==> src/core/lmalm_params.svh <==
// constants for the load monitor alarm block
// Functional notes
// - thresholds and power in percent of nominal
// - separate action setting per monitor
// - action codes 0,1,3,4; reset none
// - overload alarm threshold 0-200, default 116
// - power above overload alarm starts timer
// - overload actions need uninterrupted excess beyond delay
// - overload prewarn threshold 0-200, default 108
// - power above overload prewarn starts timer
// - underload prewarn threshold 0-200, default 92
// - underload alarm threshold 0-200, default 84
// - power below minimum thresholds starts timer
// - underload actions need uninterrupted dip beyond delay
// - delays 0.1 to 90 s, default 0.5
// - thresholds written manually or by autoset
// - start delay gates monitoring during start
// - start delay 1-999 s, default 10
// - autoset stores load, recomputes thresholds with margins
// - manual threshold write cancels autoset, load off
`ifndef LMALM_PARAMS_SVH
`define LMALM_PARAMS_SVH
`define LMALM_CLK_HZ 20000000
`define LMALM_TICK_MS 100
`define LMALM_PCT_MAX 8'hc8
`define LMALM_OVA_THR_RST 8'h74
`define LMALM_OVP_THR_RST 8'h6c
`define LMALM_UNP_THR_RST 8'h5c
`define LMALM_UNA_THR_RST 8'h54
`define LMALM_DLY_MIN 10'h001
`define LMALM_DLY_MAX 10'h384
`define LMALM_DLY_RST 10'h005
`define LMALM_SDLY_MIN 10'h001
`define LMALM_SDLY_MAX 10'h3e7
`define LMALM_SDLY_RST 10'h00a
`define LMALM_TICKS_PER_S 4'ha
`define LMALM_OVA_MAR_RST 8'h10
`define LMALM_OVP_MAR_RST 8'h08
`define LMALM_UNP_MAR_RST 8'h08
`define LMALM_UNA_MAR_RST 8'h10
`define LMALM_A_OVA_ACT 5'h00
`define LMALM_A_OVP_ACT 5'h01
`define LMALM_A_UNP_ACT 5'h02
`define LMALM_A_UNA_ACT 5'h03
`define LMALM_A_OVA_THR 5'h04
`define LMALM_A_OVP_THR 5'h05
`define LMALM_A_UNP_THR 5'h06
`define LMALM_A_UNA_THR 5'h07
`define LMALM_A_OVA_DLY 5'h08
`define LMALM_A_OVP_DLY 5'h09
`define LMALM_A_UNP_DLY 5'h0a
`define LMALM_A_UNA_DLY 5'h0b
`define LMALM_A_OVA_MAR 5'h0c
`define LMALM_A_OVP_MAR 5'h0d
`define LMALM_A_UNP_MAR 5'h0e
`define LMALM_A_UNA_MAR 5'h0f
`define LMALM_A_SDLY 5'h10
`define LMALM_A_AUTOSET 5'h11
`define LMALM_A_NORMAL 5'h12
`define LMALM_A_STATUS 5'h13
`define LMALM_A_POWER 5'h14
`endif

==> src/core/lmalm_pkg.sv <==
// types for the load monitor alarm block
package lmalm_pkg;
    typedef enum logic [2:0] {
        LMALM_ACT_NONE = 3'h0,
        LMALM_ACT_HARD = 3'h1,
        LMALM_ACT_SOFT = 3'h3,
        LMALM_ACT_WARN = 3'h4
    } lmalm_act_t;
    typedef enum logic [2:0] {
        LMALM_ST_STOP = 3'b001,
        LMALM_ST_HOLD = 3'b010,
        LMALM_ST_MON = 3'b100
    } lmalm_state_t;
endpackage

==> src/core/lmalm_tick_if.sv <==
// tick and gating signals shared between the alarm block's modules
`timescale 1ns/1ns
interface lmalm_tick_if;
    logic tick; // one-cycle 0.1 s enable
    logic enable; // monitoring active
    modport src (output tick, input enable);
    modport dst (input tick, input enable);
endinterface

==> src/core/lmalm_top.sv <==
// load monitor alarm block: settings, start delay, autoset, four monitors
`timescale 1ns/1ns
`include "lmalm_params.svh"
module lmalm_top
    import lmalm_pkg::*;
#(
    parameter int unsigned TICK_CYC = (`LMALM_CLK_HZ / 1000) * `LMALM_TICK_MS
) (
    input wire logic mclk, // system clock 20 MHz
    input wire logic rst_b, // async reset, low
    input wire logic run_cmd, // run command level, same clock
    input wire logic [7:0] shaft_power, // shaft power percent
    input wire logic [4:0] addr, // register address
    input wire logic [15:0] wdata, // write data
    input wire logic wr, // write strobe
    input wire logic rd, // read strobe
    output logic [15:0] rdata, // read data, cycle after rd
    output logic [3:0] act_req, // per monitor request pulse
    output logic [11:0] act_code, // per monitor action code, 3 bits each
    output logic monitor_active, // start delay elapsed
    output logic autoset_fail // pulse when autoset refused
);
    lmalm_tick_if tk ();

    logic [2:0] act_ff [4];
    logic [2:0] nxt_act [4];
    logic [7:0] thr_ff [4];
    logic [7:0] nxt_thr [4];
    logic [9:0] dly_ff [4];
    logic [9:0] nxt_dly [4];
    logic [7:0] mar_ff [4];
    logic [7:0] nxt_mar [4];
    logic [9:0] sdly_ff;
    logic [9:0] nxt_sdly;
    logic [7:0] normal_ff;
    logic [7:0] nxt_normal;
    logic normal_on_ff;
    logic nxt_normal_on;
    logic [15:0] rdata_ff;
    logic [15:0] nxt_rdata;
    logic autoset_fail_ff;
    logic nxt_autoset_fail;
    lmalm_state_t st_ff;
    lmalm_state_t nxt_st;
    logic [13:0] scnt_ff;
    logic [13:0] nxt_scnt;
    logic [3:0] req_w;
    logic [3:0] cond_w;
    logic [3:0] req_ff;
    logic [11:0] code_ff;
    logic [11:0] nxt_code;

    // legal action code check, illegal writes are ignored
    function automatic logic act_ok(input logic [2:0] a);
        return (a == 3'(LMALM_ACT_NONE)) || (a == 3'(LMALM_ACT_HARD)) ||
               (a == 3'(LMALM_ACT_SOFT)) || (a == 3'(LMALM_ACT_WARN));
    endfunction

    // saturating add/sub on the percent scale
    function automatic logic [7:0] pct_calc(input logic [7:0] b, input logic [7:0] m,
                                            input logic up);
        logic [8:0] s;
        s = 9'h0;
        if (up) begin
            s = {1'b0, b} + {1'b0, m};
            if (s > {1'b0, `LMALM_PCT_MAX}) begin
                s = {1'b0, `LMALM_PCT_MAX};
            end
        end else begin
            s = (m > b) ? 9'h0 : ({1'b0, b} - {1'b0, m});
        end
        return s[7:0];
    endfunction

    // 0.1 s tick divider
    lmalm_tick_gen #(.TICK_CYC(TICK_CYC)) u_tick (
        .mclk(mclk),
        .rst_b(rst_b),
        .tk(tk)
    );

    // monitors 0,1 look for excess, 2,3 for shortfall
    genvar gi;
    generate
        for (gi = 0; gi < 4; gi++) begin : g_mon
            lmalm_mon #(.IS_MAX(gi < 2)) u_mon (
                .mclk(mclk),
                .rst_b(rst_b),
                .tk(tk),
                .power(shaft_power),
                .thr(thr_ff[gi]),
                .dly(dly_ff[gi]),
                .act(act_ff[gi]),
                .req(req_w[gi]),
                .cond(cond_w[gi])
            );
        end
    endgenerate

    // start delay sequencer: stop, hold-off, monitoring
    always_comb begin
        nxt_st = st_ff;
        nxt_scnt = scnt_ff;
        unique case (st_ff)
            LMALM_ST_STOP: begin
                if (run_cmd) begin
                    nxt_st = LMALM_ST_HOLD;
                    nxt_scnt = 14'(sdly_ff) * 14'(`LMALM_TICKS_PER_S); // widen before the product
                end
            end
            LMALM_ST_HOLD: begin
                if (!run_cmd) begin
                    nxt_st = LMALM_ST_STOP;
                end else if (tk.tick) begin
                    if (scnt_ff <= 14'h1) begin
                        nxt_st = LMALM_ST_MON;
                    end else begin
                        nxt_scnt = scnt_ff - 14'h1;
                    end
                end
            end
            LMALM_ST_MON: begin
                if (!run_cmd) begin
                    nxt_st = LMALM_ST_STOP;
                end
            end
            default: begin
                nxt_st = LMALM_ST_STOP;
            end
        endcase
    end

    assign tk.enable = (st_ff == LMALM_ST_MON);

    // settings: manual writes, autoset capture
    always_comb begin
        for (int i = 0; i < 4; i++) begin
            nxt_act[i] = act_ff[i];
            nxt_thr[i] = thr_ff[i];
            nxt_dly[i] = dly_ff[i];
            nxt_mar[i] = mar_ff[i];
        end
        nxt_sdly = sdly_ff;
        nxt_normal = normal_ff;
        nxt_normal_on = normal_on_ff;
        nxt_autoset_fail = 1'b0;
        if (wr) begin
            for (int i = 0; i < 4; i++) begin
                if ((addr == 5'(`LMALM_A_OVA_ACT + i)) && act_ok(wdata[2:0])
                    && (wdata[15:3] == 13'h0)) begin
                    nxt_act[i] = wdata[2:0];
                end
                if ((addr == 5'(`LMALM_A_OVA_THR + i)) && (wdata[7:0] <= `LMALM_PCT_MAX)
                    && (wdata[15:8] == 8'h0)) begin
                    nxt_thr[i] = wdata[7:0];
                    nxt_normal_on = 1'b0;
                end
                if ((addr == 5'(`LMALM_A_OVA_DLY + i)) && (wdata[9:0] >= `LMALM_DLY_MIN)
                    && (wdata[9:0] <= `LMALM_DLY_MAX) && (wdata[15:10] == 6'h0)) begin
                    nxt_dly[i] = wdata[9:0];
                end
                if ((addr == 5'(`LMALM_A_OVA_MAR + i)) && (wdata[7:0] <= `LMALM_PCT_MAX)
                    && (wdata[15:8] == 8'h0)) begin
                    nxt_mar[i] = wdata[7:0]; // margins do not move thresholds alone
                end
            end
            if ((addr == `LMALM_A_SDLY) && (wdata[9:0] >= `LMALM_SDLY_MIN)
                && (wdata[9:0] <= `LMALM_SDLY_MAX) && (wdata[15:10] == 6'h0)) begin
                nxt_sdly = wdata[9:0];
            end
            if ((addr == `LMALM_A_AUTOSET) && wdata[0]) begin
                if (st_ff == LMALM_ST_MON) begin
                    nxt_normal = shaft_power;
                    nxt_normal_on = 1'b1;
                    for (int i = 0; i < 4; i++) begin
                        nxt_thr[i] = pct_calc(shaft_power, mar_ff[i], i < 2);
                    end
                end else begin
                    nxt_autoset_fail = 1'b1; // not running or start delay pending
                end
            end
        end
    end

    // read mux, data stands the cycle after rd
    always_comb begin
        nxt_rdata = 16'h0;
        if (rd) begin
            for (int i = 0; i < 4; i++) begin
                if (addr == 5'(`LMALM_A_OVA_ACT + i)) nxt_rdata = {13'h0, act_ff[i]};
                if (addr == 5'(`LMALM_A_OVA_THR + i)) nxt_rdata = {8'h0, thr_ff[i]};
                if (addr == 5'(`LMALM_A_OVA_DLY + i)) nxt_rdata = {6'h0, dly_ff[i]};
                if (addr == 5'(`LMALM_A_OVA_MAR + i)) nxt_rdata = {8'h0, mar_ff[i]};
            end
            if (addr == `LMALM_A_SDLY) nxt_rdata = {6'h0, sdly_ff};
            if (addr == `LMALM_A_NORMAL) nxt_rdata = {7'h0, normal_on_ff, normal_ff};
            if (addr == `LMALM_A_STATUS) nxt_rdata = {11'h0, tk.enable, cond_w};
            if (addr == `LMALM_A_POWER) nxt_rdata = {8'h0, shaft_power};
        end
    end

    // action code travels with each request pulse
    always_comb begin
        for (int i = 0; i < 4; i++) begin
            nxt_code[3*i +: 3] = req_w[i] ? act_ff[i] : 3'h0;
        end
    end

    // register everything
    always_ff @(posedge mclk or negedge rst_b) begin
        if (!rst_b) begin
            for (int i = 0; i < 4; i++) begin
                act_ff[i] <= 3'(LMALM_ACT_NONE);
                dly_ff[i] <= `LMALM_DLY_RST;
            end
            thr_ff[0] <= `LMALM_OVA_THR_RST;
            thr_ff[1] <= `LMALM_OVP_THR_RST;
            thr_ff[2] <= `LMALM_UNP_THR_RST;
            thr_ff[3] <= `LMALM_UNA_THR_RST;
            mar_ff[0] <= `LMALM_OVA_MAR_RST;
            mar_ff[1] <= `LMALM_OVP_MAR_RST;
            mar_ff[2] <= `LMALM_UNP_MAR_RST;
            mar_ff[3] <= `LMALM_UNA_MAR_RST;
            sdly_ff <= `LMALM_SDLY_RST;
            normal_ff <= 8'h0;
            normal_on_ff <= 1'b0;
            rdata_ff <= 16'h0;
            autoset_fail_ff <= 1'b0;
            st_ff <= LMALM_ST_STOP;
            scnt_ff <= 14'h0;
            req_ff <= 4'h0;
            code_ff <= 12'h0;
        end else begin
            for (int i = 0; i < 4; i++) begin
                act_ff[i] <= nxt_act[i];
                thr_ff[i] <= nxt_thr[i];
                dly_ff[i] <= nxt_dly[i];
                mar_ff[i] <= nxt_mar[i];
            end
            sdly_ff <= nxt_sdly;
            normal_ff <= nxt_normal;
            normal_on_ff <= nxt_normal_on;
            rdata_ff <= nxt_rdata;
            autoset_fail_ff <= nxt_autoset_fail;
            st_ff <= nxt_st;
            scnt_ff <= nxt_scnt;
            req_ff <= req_w;
            code_ff <= nxt_code;
        end
    end

    assign rdata = rdata_ff;
    assign act_req = req_ff;
    assign act_code = code_ff;
    assign monitor_active = (st_ff == LMALM_ST_MON);
    assign autoset_fail = autoset_fail_ff;
endmodule // lmalm_top

==> src/core/lmalm_tick_gen.sv <==
// divider that makes the 0.1 s enable pulse
`timescale 1ns/1ns
`include "lmalm_params.svh"
module lmalm_tick_gen
    import lmalm_pkg::*;
#(
    parameter int unsigned TICK_CYC = (`LMALM_CLK_HZ / 1000) * `LMALM_TICK_MS
) (
    input wire logic mclk, // system clock
    input wire logic rst_b, // async reset, low
    lmalm_tick_if.src tk // tick out
);
    logic [31:0] cnt_ff;
    logic [31:0] nxt_cnt;
    logic tick_ff;
    logic nxt_tick;

    // count down one tick period
    always_comb begin
        nxt_tick = 1'b0;
        if (cnt_ff == 32'h0) begin
            nxt_cnt = 32'(TICK_CYC - 1);
            nxt_tick = 1'b1;
        end else begin
            nxt_cnt = cnt_ff - 32'h1;
        end
    end

    // register divider
    always_ff @(posedge mclk or negedge rst_b) begin
        if (!rst_b) begin
            cnt_ff <= 32'h0;
            tick_ff <= 1'b0;
        end else begin
            cnt_ff <= nxt_cnt;
            tick_ff <= nxt_tick;
        end
    end

    assign tk.tick = tick_ff;
endmodule // lmalm_tick_gen

==> src/core/lmalm_mon.sv <==
// one threshold monitor with its qualifying delay timer
`timescale 1ns/1ns
`include "lmalm_params.svh"
module lmalm_mon
    import lmalm_pkg::*;
#(
    parameter bit IS_MAX = 1'b1
) (
    input wire logic mclk, // system clock
    input wire logic rst_b, // async reset, low
    lmalm_tick_if.dst tk, // tick and enable
    input wire logic [7:0] power, // shaft power percent
    input wire logic [7:0] thr, // threshold percent
    input wire logic [9:0] dly, // delay in 0.1 s
    input wire logic [2:0] act, // action code
    output logic req, // request pulse
    output logic cond // condition present
);
    logic [9:0] tmr_ff;
    logic [9:0] nxt_tmr;
    logic fired_ff;
    logic nxt_fired;
    logic req_ff;
    logic nxt_req;
    logic exc;

    // comparison on the percent scale
    assign exc = IS_MAX ? (power > thr) : (power < thr);

    // timer: reload off condition, count ticks while it holds
    always_comb begin
        nxt_tmr = tmr_ff;
        nxt_fired = fired_ff;
        nxt_req = 1'b0;
        if (!exc || !tk.enable) begin
            nxt_tmr = dly;
            nxt_fired = 1'b0;
        end else if (tk.tick && !fired_ff) begin
            if (tmr_ff == 10'h0) begin
                nxt_fired = 1'b1;
                nxt_req = (act != 3'(LMALM_ACT_NONE));
            end else begin
                nxt_tmr = tmr_ff - 10'h1;
            end
        end
    end

    // register timer state
    always_ff @(posedge mclk or negedge rst_b) begin
        if (!rst_b) begin
            tmr_ff <= `LMALM_DLY_RST;
            fired_ff <= 1'b0;
            req_ff <= 1'b0;
        end else begin
            tmr_ff <= nxt_tmr;
            fired_ff <= nxt_fired;
            req_ff <= nxt_req;
        end
    end

    assign req = req_ff;
    assign cond = exc;
endmodule // lmalm_mon

==> config.mk <==
export PLATFORM = sky130hd
export DESIGN_NAME = lmalm_top
export DESIGN_NICKNAME = d
export VERILOG_FILES = /design/src/core/lmalm_pkg.sv /design/src/core/lmalm_tick_if.sv /design/src/core/lmalm_top.sv /design/src/core/lmalm_tick_gen.sv /design/src/core/lmalm_mon.sv
export VERILOG_INCLUDE_DIRS = /design/src /design/src/core
export SDC_FILE = /design/constraint.sdc
export NUM_CORES = 1
export LEC_CHECK = 0
export CAP_MARGIN = 0
export CORE_AREA = 2 2 203 205
export CTS_BUF_LIST = sky130_fd_sc_hd__clkbuf_4
export CTS_CLUSTER_DIAMETER = 200
export DETAILED_ROUTE_END_ITERATION = 8
export DIE_AREA = 0 0 205 207
export DONT_BUFFER_PORTS = 1
export PLACE_DENSITY_LB_ADDON = 0.08
export SYNTH_ARGS = -nofsm -noshare
export SYNTH_HDL_FRONTEND = slang
export SYNTH_SLANG_ARGS = --single-unit
==> constraint.sdc <==
create_clock -name mclk -period 2.5 [get_ports mclk]
set_clock_uncertainty 0.1 [all_clocks]
set_input_delay 0.5 -clock mclk [delete_from_list [all_inputs] [get_ports mclk]]
set_output_delay 0.5 -clock mclk [all_outputs]
set_load 0.02 [all_outputs]
==> flow_summary.toml <==
[run_status]
status = "finished, violations left"
violations = "hold timing, setup timing"

[die]
initial_core_util_pct = 39.5
die_w_um = 205
dieArea_sq_um = 42400
ioPinCount = 68
fp.dieH_um = 207
rows = 74
core_sq_um = 40400

[setup_path]
arrival_ps = 3100
cp_data_required_time_ps = 3080
reg2reg_slack_ps = -20
critical_path_class = "reg2reg"
start_kind = "flop"
crit-reg2reg-capture = "rdata[0]"
critPathMaxFanout = 3
worstRegToRegCells = 10
reg2reg_from = "thr_ff[26]"
end_kind = "flop"

[sta]
max_slew_margin_pct = 16.3
slew_violations = 0
fin_tns_setup_ps = -23.3
worst_pin_slew_ps = 1250
whs_ps = -663
fin_crit_sh_pct = 101
layout_setup_ws_ps = -23.3
rsz0062_at_grt = "true"
finalSetupViolations = 1
finalHoldViolCount = 260
timing.final.crit_period_ps = 2520
fmax_mhz = 396

[synth]
synth_edf_count = 0
postSynth.asyncResetShare_pct = 100
syn_inst = 1686
syn_area_per_cell_sq_um = 9.47
synth_seq_area_share_pct = 41.1
ys_ff_latch = 260
ys_types = 94
yosysTopAreaCellShare_pct = 34.8
ys_warn_count = 0
synthTopCellsByArea = "dfrtp_1 (35%), ha_1 (6.7%), dfstp_2 (6.3%)"
yosys_most_used_dff = "dfrtp_1"
syn_area_sq_um = 16000
synth.largest_area_cell = "dfrtp_1"

[clock_tree]
hold_buffers = 28
clkTransAtPathRegs_ps = 60
cts_num_sinks = 260
root_buffer = "clkbuf_4"
clk_path_buf_depth = 3
cts_tree = "yes"
cts_made_buffers = 77
insertion_delay_ps = 770
ctsHtreeMaxLevel = 3

[worst_hold_path]
hp-class = "in2async"

[global_route]
grt.total_usage_pct = 26.9
antenna_found_initial = 3
grt_pass1_vias = 13907
grt_max_degree = 261
grt.overflow.total = 0
grt_pass1_wl_um = 85700

[power]
power_mw = 9.52
leakage_nw = 8.59
ir_drop_v = 0.000343
power_density_nw_per_um2 = 501

[cells_and_area]
area_growth_pct = 19.1
final_cell_mix = "dfrtp_1 (222), nor2_1 (162), buf_4 (146)"
nFillCells = 4048
fin_nets = 1990
drive_gt1_share_pct = 25.8
final_common_cell = "dfrtp_1"
final_util_pct = 47.1

[place]
pre_cts_ws_ps = -248
port_buffers = 0
dp_hpwl_um = 38600
place.gp.congestion = 0.925

[detailed_routing]
wl_per_cell_um = 23.1
drt-pass1-iter-count = 6
drtAntennaViolNets = 0
wl_um = 56800
vias_per_cell = 5.66
drc = 0
drt-initial-drc-count = 886
via_count = 13944

[job]
maxCapViolCount = 0
## per-layer routing
metal  track usage [%]  share of wire, %  vias to the layer above
met1              35.9                44                     6883
met3              4.88               5.6                      102
met2              43.3                47                      439
met5                 0                 0                        -
li1                  -                 -                     6520
met4              9.90               3.0                        0
## stage by stage
stage,cells,area (sq um)
2_1_floorplan,1691,16000
3_5_place_dp,2283,17400
5_1_grt,2464,19000
4_1_cts,2457,18700
6_report,2465,19000
3_3_place_gp,2283,17400
## worst max-delay path, stage by stage, from the launching register on
cell,delay (ps)
dfstp_2,570
inv_2,60
ha_4,260
nand3_2,80
o21bai_4,170
a21o_1,170
a21oi_2,170
buf_4,140
a311oi_1,100
a221oi_2,440
buf_4,200
## where the power goes
part           internal (mW)  switching [mW]  leakage, nW
logic                  0.402           0.600         4.64
registers               4.27          0.0596         3.35
clock network           2.23            1.96        0.604
## cells by family (layout without fill, tap and decap cells)
group / after synthesis / in the layout / share of synthesized area (%)
other: 1 / 9 / 0.0235
adder cells (fa/ha/maj): 91 / 91 / 7.37
AND/OR/NAND/NOR: 563 / 563 / 18.4
XOR/XNOR: 88 / 88 / 4.83
flip-flops: 260 / 260 / 41.1
AO/OA/AOI/OAI: 426 / 426 / 17.4
multiplexers: 92 / 92 / 6.60
buffers and inverters: 165 / 404 / 4.40
## what timing repair did
| item | in CTS | in global routing |
|---|---|---|
| gates cloned | 0 | 0 |
| endpoints found under the setup margin | 5 | 66 |
| pin swaps | 4 | 11 |
| resized for setup | 7 | 50 |
| setup buffers | 2 | 5 |
| endpoints found under the hold margin | 401 | 260 |
## worst max path at each step
stage / to / start / cells after the start / slack (ps)
after floorplan: thr_ff[15] / shaft_power[0] / 10 / 10
after global placement: rdata[0] / thr_ff[28] / 10 / -300
after detailed placement: rdata[0] / thr_ff[28] / 10 / -250
after CTS: rdata[0] / thr_ff[28] / 10 / -10
after global routing: thr_ff[25] / mar_ff[24] / 10 / -50
final: rdata[0] / thr_ff[26] / 10 / -20
## cell usage after synthesis (18+ instances only)
library cell	number
or3_1	21
nor2_1	162
buf_2	30
inv_1	82
ha_1	86
clkbuf_1	38
mux2_2	86
nand2b_1	26
o22ai_1	36
xor2_1	39
nor4_1	18
nand3_1	39
nor2b_1	26
nand2_1	110
nor3_1	60
dfstp_2	38
o211ai_1	19
a21oi_1	123
xnor2_1	49
dfrtp_1	222
o21ai_0	95
## sequential cells by signal (all words and copies together) (netlist names)
signal,count
normal_on_ff,1
u_tick.cnt_ff,32
act_ff,12
g_mon.u_mon.fired_ff,4
dly_ff,40
act_req,4
scnt_ff,14
normal_ff,8
g_mon.u_mon.tmr_ff,40
rdata,10
st_ff,3
autoset_fail,1
u_tick.tk.tick,1
sdly_ff,10
mar_ff,32
g_mon.u_mon.req,4
act_code,12
thr_ff,32
## cell type report
type / count / area [sq um] / share of cell area, %
antenna: 3 / 7.51 / 0.0395
clock buffer: 115 / 863 / 4.54
clock inverter: 29 / 155 / 0.816
inverter: 83 / 312 / 1.64
multi-input combinational: 1266 / 9020 / 47.4
sequential: 260 / 6550 / 34.5
tap: 532 / 666 / 3.50
timing repair buffer: 177 / 1440 / 7.57
Note: power is estimated with default switching activity, not from simulation.
